===== src/logic/nvm_pkg.sv =====
// package: data memory map, config/status fields, reset values and timing counts
package nvm_pkg;
    localparam logic [7:0] SEG_SELECT_ADDR = 8'hFF;
    localparam logic [7:0] SP_ADDR = 8'hFD;
    localparam logic [7:0] NVM_CFG_ADDR = 8'hE1;
    localparam logic [7:0] NVM_SEGMENT = 8'h01;
    localparam logic [7:0] SP_RESET = 8'h6F;
    localparam logic [7:0] SEG_RESET = 8'h00;
    localparam logic [15:0] RAM_LOW_TOP = 16'h006F;
    localparam logic [15:0] REG_BASE = 16'h00F0;
    localparam int NVM_BYTES = 128;
    localparam int LOW_RAM_BYTES = 112;
    localparam int REG_RAM_BYTES = 16;
    // config/status bit positions
    localparam int CFG_IRQ_EN_BIT = 0;
    localparam int CFG_BUSY_BIT = 1;
    localparam int CFG_ILLEGAL_BIT = 2;
    localparam int CFG_DONE_BIT = 3;
    localparam logic [7:0] CFG_RESET = 8'h00;
    // programming time in instruction cycles
    localparam int CLK_MHZ = 40;
    localparam int PROG_TIME_US = 10000;
    localparam int PROG_CYCLES = PROG_TIME_US * CLK_MHZ;
    localparam int PROG_CNT_W = 20;
endpackage


===== src/logic/nvm_prog_if.sv =====
// interface: program start handshake between access decoder and programming timer
`timescale 1ns/10ps
interface nvm_prog_if;
    logic start;
    logic busy;
    logic done;
    modport ctrl (output start, input busy, input done);
    modport timer (input start, output busy, output done);
endinterface


===== src/logic/nvm_access_ctrl.sv =====
// top: segment-extended data memory with nonvolatile segment 1 and its config/status register
`timescale 1ns/10ps
module nvm_access_ctrl #(
    parameter int PROG_CYCLES = nvm_pkg::PROG_CYCLES
) (
    // clock and reset
    input wire logic CLK,
    input wire logic RESET_N,
    // cpu data access, one cycle per request
    input wire logic ACC_RD,
    input wire logic ACC_WR,
    input wire logic ACC_STACK,
    input wire logic [7:0] ACC_ADDR,
    input wire logic [7:0] ACC_WDATA,
    output logic [7:0] ACC_RDATA,
    output logic ACC_RVALID,
    // cpu artifact report: listed opcode or skip while segment selected
    input wire logic ARTIFACT_EVENT,
    input wire logic [7:0] INDEX_PTR,
    // interrupt
    input wire logic GLOBAL_IRQ_ENABLE,
    output logic NVM_IRQ,
    // status
    output logic [7:0] SEGMENT,
    output logic [7:0] STACK_POINTER,
    output logic NVM_WRITE_BUSY
);
    typedef struct packed {
        logic [7:0] seg;
        logic [7:0] sp;
        logic irq_en;
        logic illegal;
        logic done_pend;
        logic [3:0] cfg_hi;
        logic [7:0] rdata;
        logic rvalid;
        logic [7:0] wr_data;
        logic [6:0] wr_addr;
    } state_type;

    state_type st_ff;
    state_type nxt_st;
    logic [7:0] nvm_mem [0:nvm_pkg::NVM_BYTES-1];
    logic [7:0] low_ram [0:nvm_pkg::LOW_RAM_BYTES-1];
    logic [7:0] reg_ram [0:nvm_pkg::REG_RAM_BYTES-1];
    logic [15:0] ext_addr;
    logic [7:0] eff_seg;
    logic is_nvm;
    logic is_low;
    logic is_reg;
    logic is_seg;
    logic is_sp;
    logic is_cfg;
    logic any_acc;
    logic nvm_ok_wr;
    logic [7:0] cfg_view;
    logic [7:0] rd_mux;

    nvm_prog_if prog ();

    nvm_prog_timer #(
        .CYCLES(PROG_CYCLES)
    ) u_timer (
        .clk(CLK),
        .reset_n(RESET_N),
        .prog(prog)
    );

    assign any_acc = ACC_RD | ACC_WR;
    assign eff_seg = ACC_STACK ? 8'h00 : st_ff.seg;

    // address extension
    always_comb begin
        if (ACC_ADDR[7]) begin
            ext_addr = {8'h00, ACC_ADDR};
        end else begin
            ext_addr = {eff_seg, 1'b0, ACC_ADDR[6:0]};
        end
    end

    always_comb begin
        is_nvm = 1'b0;
        is_low = 1'b0;
        is_reg = 1'b0;
        is_seg = 1'b0;
        is_sp = 1'b0;
        is_cfg = 1'b0;
        if (ext_addr == {8'h00, nvm_pkg::SEG_SELECT_ADDR}) begin
            is_seg = 1'b1;
        end else if (ext_addr == {8'h00, nvm_pkg::SP_ADDR}) begin
            is_sp = 1'b1;
        end else if (ext_addr == {8'h00, nvm_pkg::NVM_CFG_ADDR}) begin
            is_cfg = 1'b1;
        end else if (ext_addr[15:8] == nvm_pkg::NVM_SEGMENT && !ext_addr[7]) begin
            is_nvm = 1'b1;
        end else if (ext_addr <= nvm_pkg::RAM_LOW_TOP) begin
            is_low = 1'b1;
        end else if (ext_addr >= nvm_pkg::REG_BASE) begin
            is_reg = 1'b1;
        end
    end

    assign cfg_view = {st_ff.cfg_hi, st_ff.done_pend, st_ff.illegal, prog.busy, st_ff.irq_en};

    // write to the array only when idle, otherwise discarded
    assign nvm_ok_wr = ACC_WR & is_nvm & ~prog.busy;
    assign prog.start = nvm_ok_wr;

    always_comb begin
        rd_mux = 8'h00;
        if (is_seg) begin
            rd_mux = st_ff.seg;
        end else if (is_sp) begin
            rd_mux = st_ff.sp;
        end else if (is_cfg) begin
            rd_mux = cfg_view;
        end else if (is_nvm) begin
            rd_mux = prog.busy ? 8'h00 : nvm_mem[ext_addr[6:0]];
        end else if (is_low) begin
            rd_mux = low_ram[ext_addr[6:0]];
        end else if (is_reg) begin
            rd_mux = reg_ram[ext_addr[3:0]];
        end
    end

    always_comb begin
        nxt_st = st_ff;
        nxt_st.rvalid = ACC_RD;
        if (ACC_RD) begin
            nxt_st.rdata = rd_mux;
        end
        if (ACC_WR && is_seg) begin
            nxt_st.seg = ACC_WDATA;
        end
        if (ACC_WR && is_sp) begin
            nxt_st.sp = ACC_WDATA;
        end
        if (ACC_WR && is_cfg) begin
            nxt_st.irq_en = ACC_WDATA[nvm_pkg::CFG_IRQ_EN_BIT];
            nxt_st.illegal = ACC_WDATA[nvm_pkg::CFG_ILLEGAL_BIT];
            nxt_st.done_pend = ACC_WDATA[nvm_pkg::CFG_DONE_BIT];
            nxt_st.cfg_hi = ACC_WDATA[7:4];
            // busy bit in the write data is dropped
        end
        if (nvm_ok_wr) begin
            nxt_st.wr_addr = ext_addr[6:0];
            nxt_st.wr_data = ACC_WDATA;
        end
        // hardware sets win over software clears
        if (any_acc && is_nvm && prog.busy) begin
            nxt_st.illegal = 1'b1;
        end
        if (ARTIFACT_EVENT && st_ff.seg == nvm_pkg::NVM_SEGMENT && !INDEX_PTR[7]) begin
            nxt_st.illegal = 1'b1;
        end
        if (prog.done) begin
            nxt_st.done_pend = 1'b1;
        end
    end

    always_ff @(posedge CLK) begin
        if (!RESET_N) begin
            st_ff.seg <= nvm_pkg::SEG_RESET;
            st_ff.sp <= nvm_pkg::SP_RESET;
            st_ff.irq_en <= nvm_pkg::CFG_RESET[nvm_pkg::CFG_IRQ_EN_BIT];
            st_ff.illegal <= nvm_pkg::CFG_RESET[nvm_pkg::CFG_ILLEGAL_BIT];
            st_ff.done_pend <= nvm_pkg::CFG_RESET[nvm_pkg::CFG_DONE_BIT];
            st_ff.cfg_hi <= nvm_pkg::CFG_RESET[7:4];
            st_ff.rdata <= 8'h00;
            st_ff.rvalid <= 1'b0;
            // pending write data is kept so a running cycle still lands
            st_ff.wr_data <= st_ff.wr_data;
            st_ff.wr_addr <= st_ff.wr_addr;
        end else begin
            st_ff <= nxt_st;
        end
    end

    // storage arrays; array byte lands when the programming cycle completes
    always_ff @(posedge CLK) begin
        if (prog.done) begin
            nvm_mem[st_ff.wr_addr] <= st_ff.wr_data;
        end
        if (RESET_N && ACC_WR && is_low) begin
            low_ram[ext_addr[6:0]] <= ACC_WDATA;
        end
        if (RESET_N && ACC_WR && is_reg) begin
            reg_ram[ext_addr[3:0]] <= ACC_WDATA;
        end
    end

    assign NVM_IRQ = GLOBAL_IRQ_ENABLE & st_ff.irq_en & (st_ff.done_pend | st_ff.illegal);
    assign ACC_RDATA = st_ff.rdata;
    assign ACC_RVALID = st_ff.rvalid;
    assign SEGMENT = st_ff.seg;
    assign STACK_POINTER = st_ff.sp;
    assign NVM_WRITE_BUSY = prog.busy | prog.start;
endmodule


===== src/logic/nvm_prog_timer.sv =====
// programming-cycle timer: runs to completion, ignores reset while busy
`timescale 1ns/10ps
module nvm_prog_timer #(
    parameter int CYCLES = nvm_pkg::PROG_CYCLES
) (
    // clock and reset
    input wire logic clk,
    input wire logic reset_n,
    // handshake
    nvm_prog_if.timer prog
);
    typedef struct packed {
        logic busy;
        logic done;
        logic [nvm_pkg::PROG_CNT_W-1:0] cnt;
    } state_type;

    state_type st_ff;
    state_type nxt_st;

    always_comb begin
        nxt_st = st_ff;
        nxt_st.done = 1'b0;
        if (st_ff.busy) begin
            if (st_ff.cnt == nvm_pkg::PROG_CNT_W'(CYCLES - 1)) begin
                nxt_st.busy = 1'b0;
                nxt_st.done = 1'b1;
                nxt_st.cnt = '0;
            end else begin
                nxt_st.cnt = st_ff.cnt + 1'b1;
            end
        end else if (prog.start) begin
            nxt_st.busy = 1'b1;
            nxt_st.cnt = '0;
        end
    end

    always_ff @(posedge clk) begin
        // a running cycle is never aborted by reset
        if (!reset_n) begin
            if (st_ff.busy) begin
                st_ff <= nxt_st;
            end else begin
                st_ff <= '0;
            end
        end else begin
            st_ff <= nxt_st;
        end
    end

    // registered busy only, so the start decision cannot loop back on itself
    assign prog.busy = st_ff.busy;
    assign prog.done = st_ff.done;
endmodule

===== config.mk =====
export PLATFORM = sky130hd
export DESIGN_NAME = nvm_access_ctrl
export DESIGN_NICKNAME = d
export VERILOG_FILES = /design/src/logic/nvm_pkg.sv /design/src/logic/nvm_prog_if.sv /design/src/logic/nvm_access_ctrl.sv /design/src/logic/nvm_prog_timer.sv
export SDC_FILE = /design/constraint.sdc
export NUM_CORES = 2
export LEC_CHECK = 0
export BUFFER_PORTS_ARGS = -buffer_cell sky130_fd_sc_hd__buf_4
export CORE_MARGIN = 1.5
export CORE_UTILIZATION = 25
export DETAILED_ROUTE_END_ITERATION = 7
export PLACE_DENSITY_LB_ADDON = 0.08
export REMOVE_ABC_BUFFERS = 1
export SLEW_MARGIN = 15
export SYNTH_ARGS = -nofsm -noshare
export SYNTH_HDL_FRONTEND = slang
export SYNTH_SLANG_ARGS = --single-unit

===== constraint.sdc =====
create_clock -name CLK -period 4 [get_ports CLK]
set_input_delay 0.6 -clock CLK [delete_from_list [all_inputs] [get_ports CLK]]
set_output_delay 0.6 -clock CLK [all_outputs]
set_load 0.02 [all_outputs]

-- After elaboration in Yosys (flattened, before gate mapping)
Memory sizes are Yosys's and may differ from the RTL's.
Index checks and enable logic that the tools add are counted.
- register bits after elaboration: 69
- bits in latches: 0
- bits in writable memories: 2048
- memory bits (read-only): 0
- bits of input ports: 31
- output and inout bits: 27
- word-level logic and storage cells: 98
- memories kept: 3
- add/subtract/negate cells: 1
- $mul: 0
- div/mod/pow operators: 0
- order comparisons: 2
- equality and inequality tests: 6
- shift operators: 0
- muxes and demuxes: 49
- bitwise operators: 8
- reduce and logical (&&, ||, !) cells: 16
- memory list (memory ; words ; width ; read ports ; clocked after memory_dff ; wr ports ; RTL line ; text):
    nvm_mem ; 128 ; 8 ; 1 ; 0 ; 1 ; nvm_access_ctrl.sv:43 ; logic [7:0] nvm_mem [0:nvm_pkg::NVM_BYTES-1];
    low_ram ; 112 ; 8 ; 1 ; 0 ; 1 ; nvm_access_ctrl.sv:44 ; logic [7:0] low_ram [0:nvm_pkg::LOW_RAM_BYTES-1];
    reg_ram ; 16 ; 8 ; 1 ; 0 ; 1 ; nvm_access_ctrl.sv:45 ; logic [7:0] reg_ram [0:nvm_pkg::REG_RAM_BYTES-1];
- operators with widths (operator ; count):
    $mux 8 ; 8
    $mux 20 ; 3
    $eq 16x8->1 const B ; 3
    $mux 22 ; 2
    $mux 1 ; 33
    $add 20x1->20 const B ; 1
    $eq 20x19->1 const B ; 1
    $eq 8x1->1 const B ; 2
    $ge 16x8->1 const B ; 1
    $le 16x7->1 const B ; 1
    $mux 16 ; 1
    $logic_and 1x1->1 ; 11
    $mux 6 ; 1
    $and 1x1->1 ; 4
    $or 1x1->1 ; 3
    $reduce_bool 3->1 ; 1
    $logic_not 1->1 ; 2
    $mux 2 ; 1
    $reduce_and 2->1 ; 1
    $reduce_bool 2->1 ; 1
    $not 1->1 ; 1

-- Logic depth before layout (Yosys ltp)
- depth after elaboration: 15
- gate-level depth with buffers: 15
- depth with buffers taken out: 9

-- Hierarchy
Synthesis repeated with hierarchy kept, for this count alone.
- cells, all modules: 3955
- area total of the unflattened synthesis: 82923.3 µm²
- modules (own cells, without submodules) (module ; times used ; cells an instance ; area each (µm²) ; sequential area each (µm²)):
    nvm_access_ctrl ; 1 ; 3827 ; 81735.9 ; 62590.0
    nvm_prog_timer ; 1 ; 128 ; 1187.4 ; 440.4

-- Worst setup path before layout
OpenSTA, ideal clock, no wires.
- path type: input -> register
- start point: in ACC_ADDR[1]
- end point: mem low_ram[55][0] (enable)
- library setup time: 0.370 ns
- data arrival time: 2.842 ns
- data required time: 3.630 ns
- slack: 0.787 ns
- cell stages on the path: 10
- path buffers: 6
- cells stage by stage: buf_2 > buf_2 > buf_2 > buf_1 > buf_2 > nand2_1 > nor2_1 > nand4_1 > clkbuf_1 > nor2_1
- cells in the longest elaborated chain, start to end: 10
- elaborated cells on any way between the ends: 13
- classes of those cells: 1 x order compare; 3 x eq/ne; 8 x mux; 1 x reduce/logical
- ends and longest elaborated chain (item ; RTL line ; text):
    from (decl) ; nvm_access_ctrl.sv:13 ; input wire logic [7:0] ACC_ADDR,
    $mux 16 (*) ; nvm_access_ctrl.sv:74 ; if (ACC_ADDR[7]) begin
    $le 16x7->1 ; nvm_access_ctrl.sv:96 ; end else if (ext_addr <= nvm_pkg::RAM_LOW_TOP) begin
    $mux 1 ; nvm_access_ctrl.sv:96 ;
    $mux 1 ; nvm_access_ctrl.sv:94 ; end else if (ext_addr[15:8] == nvm_pkg::NVM_SEGMENT && !ext_addr[7]) begin
    $mux 1 ; nvm_access_ctrl.sv:92 ; end else if (ext_addr == {8'h00, nvm_pkg::NVM_CFG_ADDR}) begin
    $mux 1 ; nvm_access_ctrl.sv:90 ; end else if (ext_addr == {8'h00, nvm_pkg::SP_ADDR}) begin
    $mux 1 ; nvm_access_ctrl.sv:88 ; if (ext_addr == {8'h00, nvm_pkg::SEG_SELECT_ADDR}) begin
    $logic_and 1x1->1 ; nvm_access_ctrl.sv:184 ; if (RESET_N && ACC_WR && is_low) begin
    $mux 1 ; nvm_access_ctrl.sv:184 ;
    $mux 1 (implied by the code) ; nvm_access_ctrl.sv:185 ; low_ram[ext_addr[6:0]] <= ACC_WDATA;
    to (decl) ; nvm_access_ctrl.sv:44 ;
Mark *: on every way between the ends. The rest lies on a longest branch, timed or not.

-- Worst setup path after layout
- start point: reg st_ff (netlist bit SEGMENT[3])
- end point: out NVM_WRITE_BUSY
- cells in the longest elaborated chain, start to end: 11
- elaborated cells on any way between the ends: 14
- classes of those cells: 4 x eq/ne; 6 x mux; 3 x bitwise; 1 x reduce/logical
- ends and longest elaborated chain (item ; RTL line ; text):
    from (decl) ; nvm_access_ctrl.sv:41 ; state_type st_ff;
    from (signal assigned) ; nvm_access_ctrl.sv:175 ; st_ff <= nxt_st;
    $mux 8 (*) ; nvm_access_ctrl.sv:70 ; assign eff_seg = ACC_STACK ? 8'h00 : st_ff.seg;
    $mux 16 (*) ; nvm_access_ctrl.sv:74 ;
    $eq 8x1->1 ; nvm_access_ctrl.sv:94 ;
    $logic_and 1x1->1 ; nvm_access_ctrl.sv:94 ;
    $mux 1 ; nvm_access_ctrl.sv:94 ;
    $mux 1 ; nvm_access_ctrl.sv:92 ;
    $mux 1 ; nvm_access_ctrl.sv:90 ;
    $mux 1 (*) ; nvm_access_ctrl.sv:88 ;
    $and 1x1->1 (*) (2 in a row) ; nvm_access_ctrl.sv:106 ; assign nvm_ok_wr = ACC_WR & is_nvm & ~prog.busy;
    $or 1x1->1 (*) ; nvm_access_ctrl.sv:197 ; assign NVM_WRITE_BUSY = prog.busy | prog.start;
    to (decl) ; nvm_access_ctrl.sv:26 ; output logic NVM_WRITE_BUSY
Marked as above.

==> qor.yml <==
floorplan:
  dieArea_um2: 334200
  core-area_um2: 328200
  dieWidth_um: 578.1
  ioPinCount: 58
  die_h_um: 578.1
  rows: 210
  initial_utilization_pct: 25.20
finish:
  final_util_pct: 30.34
  stdcell_area_um2: 99580
  instances_no_fill: 9145
  areaGrowthSynthToFinish_pct: 20.42
  nNetsFinal: 4630
  fillers: 31913
  drive_gt1_share_pct: 31.02
setup_path:
  critPathRequiredTime_ns: 3.40
  cp_slowest_cell: "nor4_1"
  cp_data_arrival_time_ns: 2.82
  max_stage_delay_ns: 0.51
  crit_chain: "nor4_1 > and2_1 > a41oi_1 > inv_1 > buf_4 > buf_4"
  cp-end-kind: "primary output"
  cp-start-kind: "register"
  worstSetupPathType: "register to primary output"
  crit_top_cell: "buf_4"
  critPathMaxFanout: 17
cts:
  numClockSinks: 2117
  cts_inserted_buffers: 238
  hold_buffers: 0
  clk_latency_ns: 0.90
  htree_levels: 4
  cts_tree: "done"
  cts_resized: 0
  cts-root-buf: "clkbuf_16"
  clk_path_buf_depth: 4
  path_clk_slew_ns: 0.06
  cts_setup_buffers: 0
pwr:
  total_power_mw: 47.45
  power_density_nw_per_um2: 476.5
  peakVddDrop_uv: 310.2
  leakage_nw: 31.36
routing:
  first_pass_iters: 5
  drtIter0Drc: 3212
  antenna_left: 0
  drt-vias-per-instance: 4.563
  post_drt_wl_per_cell_um: 29.75
  vias: 41731
  wirelength_um: 272100
  drcViolationCount: 0
sta:
  fin_crit_ns: 3.419
  grt_setup_unrepaired: "no"
  setup_viol: 0
  period_share_pct: 85.46
  tightest_slew_ns: 1.111
  skew_ns: 0.03405
  max-slew-margin-rel_pct: 25.64
  final.setup.tns_ns: 0
  max_freq_ghz: 0.2925
  hold_viol_final: 0
  drv_slew: 0
place:
  dp.cells: 8704
  placed_cell_area_um2: 92360
  place.gp.congestion: 0.7446
  dp_hpwl_um: 174500
  port_buffers: 50
global_routing:
  gr-total-overflow: 0
  grtUsageTotal_pct: 16.17
  grt_pass1_wl_um: 375500
  grt_max_degree: 129
  grt_pass1_vias: 43507
  antenna_found_initial: 16
synth:
  ys_warn_count: 0
  synthesis.area_per_instance_um2: 20.72
  synth-async-reset-ratio_pct: 0
  synth.distinct_cells: 61
  syn_area_um2: 82690
  synth_top_flop_cell: "edfxtp_1"
  synth-seq-cells: 2117
  post-synth-top-area-cell: "edfxtp_1"
  yosysSeqAreaShare_pct: 76.22
  synth_most_common_cell: "edfxtp_1"
  synthCells: 3991
  ys_top_cells_by_count: "edfxtp_1 (2063), mux4_2 (540), nor2_1 (292), nand2_1 (176), mux2i_1 (121)"
  synth_top_area_share_pct: 74.91
  synth_area_leaders: "edfxtp_1 (75%), mux4_2 (15%), mux2i_1 (1.5%), nor2_1 (1.3%), dfxtp_1 (1.3%)"
  synth-edff-count: 2063
run_status:
  outcome: "completed"
job:
  cap_violations: 0
min_path:
  min_path_type: "input port to register"
placed cells by master (no fill, tap or decap), types with 5 or more instances in the layout:
cell / instances
a32oi_1: 10
and2_1: 7
a211oi_1: 10
clkinv_2: 40
buf_4: 542
nand2b_1: 8
dfxtp_1: 54
mux2_2: 5
and3_1: 11
nor4_1: 6
a21oi_1: 47
or3_1: 5
a21boi_0: 17
o21ai_0: 66
nor2_1: 287
o221ai_1: 19
nand2_1: 176
a31oi_1: 13
nand4_1: 26
buf_12: 68
nor2b_1: 16
clkinvlp_4: 6
diode_2: 9
clkbuf_16: 242
a221oi_1: 19
inv_1: 11
o22ai_1: 9
clkinv_1: 68
mux2i_1: 121
a311oi_1: 8
bufinv_16: 13
o211ai_1: 9
nand3_1: 60
nor3b_1: 8
clkbuf_1: 61
mux4_2: 540
a22oi_1: 38
edfxtp_1: 2063
nor3_1: 21
layer usage:
layer | part of all wire (%) | GRT usage, %
met5 | 0 | 0
met4 | 1.9 | 3.275
met3 | 3.0 | 1.949
met2 | 49 | 26.97
met1 | 46 | 22.63
final cells by class:
class                           count  area, µm²  share of cell area (%)
Antenna cell                        9      22.52                 0.02262
Clock buffer                      303       6285                   6.311
Clock inverter                    129      915.9                  0.9197
Inverter                           15      63.81                 0.06408
Multi-Input combinational cell   1611      18330                   18.41
Sequential cell                  2117      63030                   63.30
Tap cell                         4346       5438                   5.461
Timing Repair Buffer              615       5497                   5.520
registers in the layout (all words and copies together) (netlist names):
| signal | cells |
|---|---|
| low_ram | 896 |
| u_timer.st_ff | 20 |
| u_timer.prog.busy | 1 |
| u_timer.prog.done | 1 |
| SEGMENT | 8 |
| nvm_mem | 1024 |
| st_ff | 15 |
| ACC_RDATA | 8 |
| reg_ram | 128 |
| ACC_RVALID | 1 |
| STACK_POINTER | 8 |
| cfg_view | 7 |
kinds of logic after synthesis:
logic type | Yosys count | synth area share (%)
adder cells (fa/ha/maj) | 1 | 0.01513
flip-flops | 2117 | 76.22
AND/OR/NAND/NOR | 654 | 3.445
buffers and inverters | 263 | 1.690
multiplexers | 666 | 16.24
XOR/XNOR | 1 | 0.01059
AO/OA/AOI/OAI | 289 | 2.377
final timing paths:
check	startpoint	endpoint	slack, ns	cells after the start
hold reg to reg	cfg_view[6]	cfg_view[6]	0.46	2
hold / removal	ACC_WR	cfg_view[0]	0.09	3
setup / recovery	SEGMENT[3]	NVM_WRITE_BUSY	0.58	6
setup reg to reg	SEGMENT[3]	low_ram[61][1]	0.67	8
critical path, delay by kind of cell, from the launching register on:
kind,cells,cell delay [ns]
and+or+nand+nor,2,0.75
AOI/OAI and AO/OA,1,0.29
buffers and inverters,3,0.54
DFF,1,0.35
report_power, final:
part / internal (mW) / total, mW / leakage [nW] / switching, mW
logic: 0.964 / 2.45 / 8.88 / 1.48
registers: 24.2 / 24.2 / 19.0 / 0.00919
clock network: 11.8 / 20.8 / 3.51 / 9.02
metrics by stage:
step | hold slack (ns) | setup slack (ns)
final | 0.09108 | 0.5815
after global routing | 0.05610 | 0.2989
after CTS | 0.001143 | 0.4726
after detailed placement | 0.4558 | -0.2500
after global placement | 0.4511 | -0.2739
after floorplan | 0.4403 | -1.233
No activity file was read; power rests on OpenSTA's default activity.
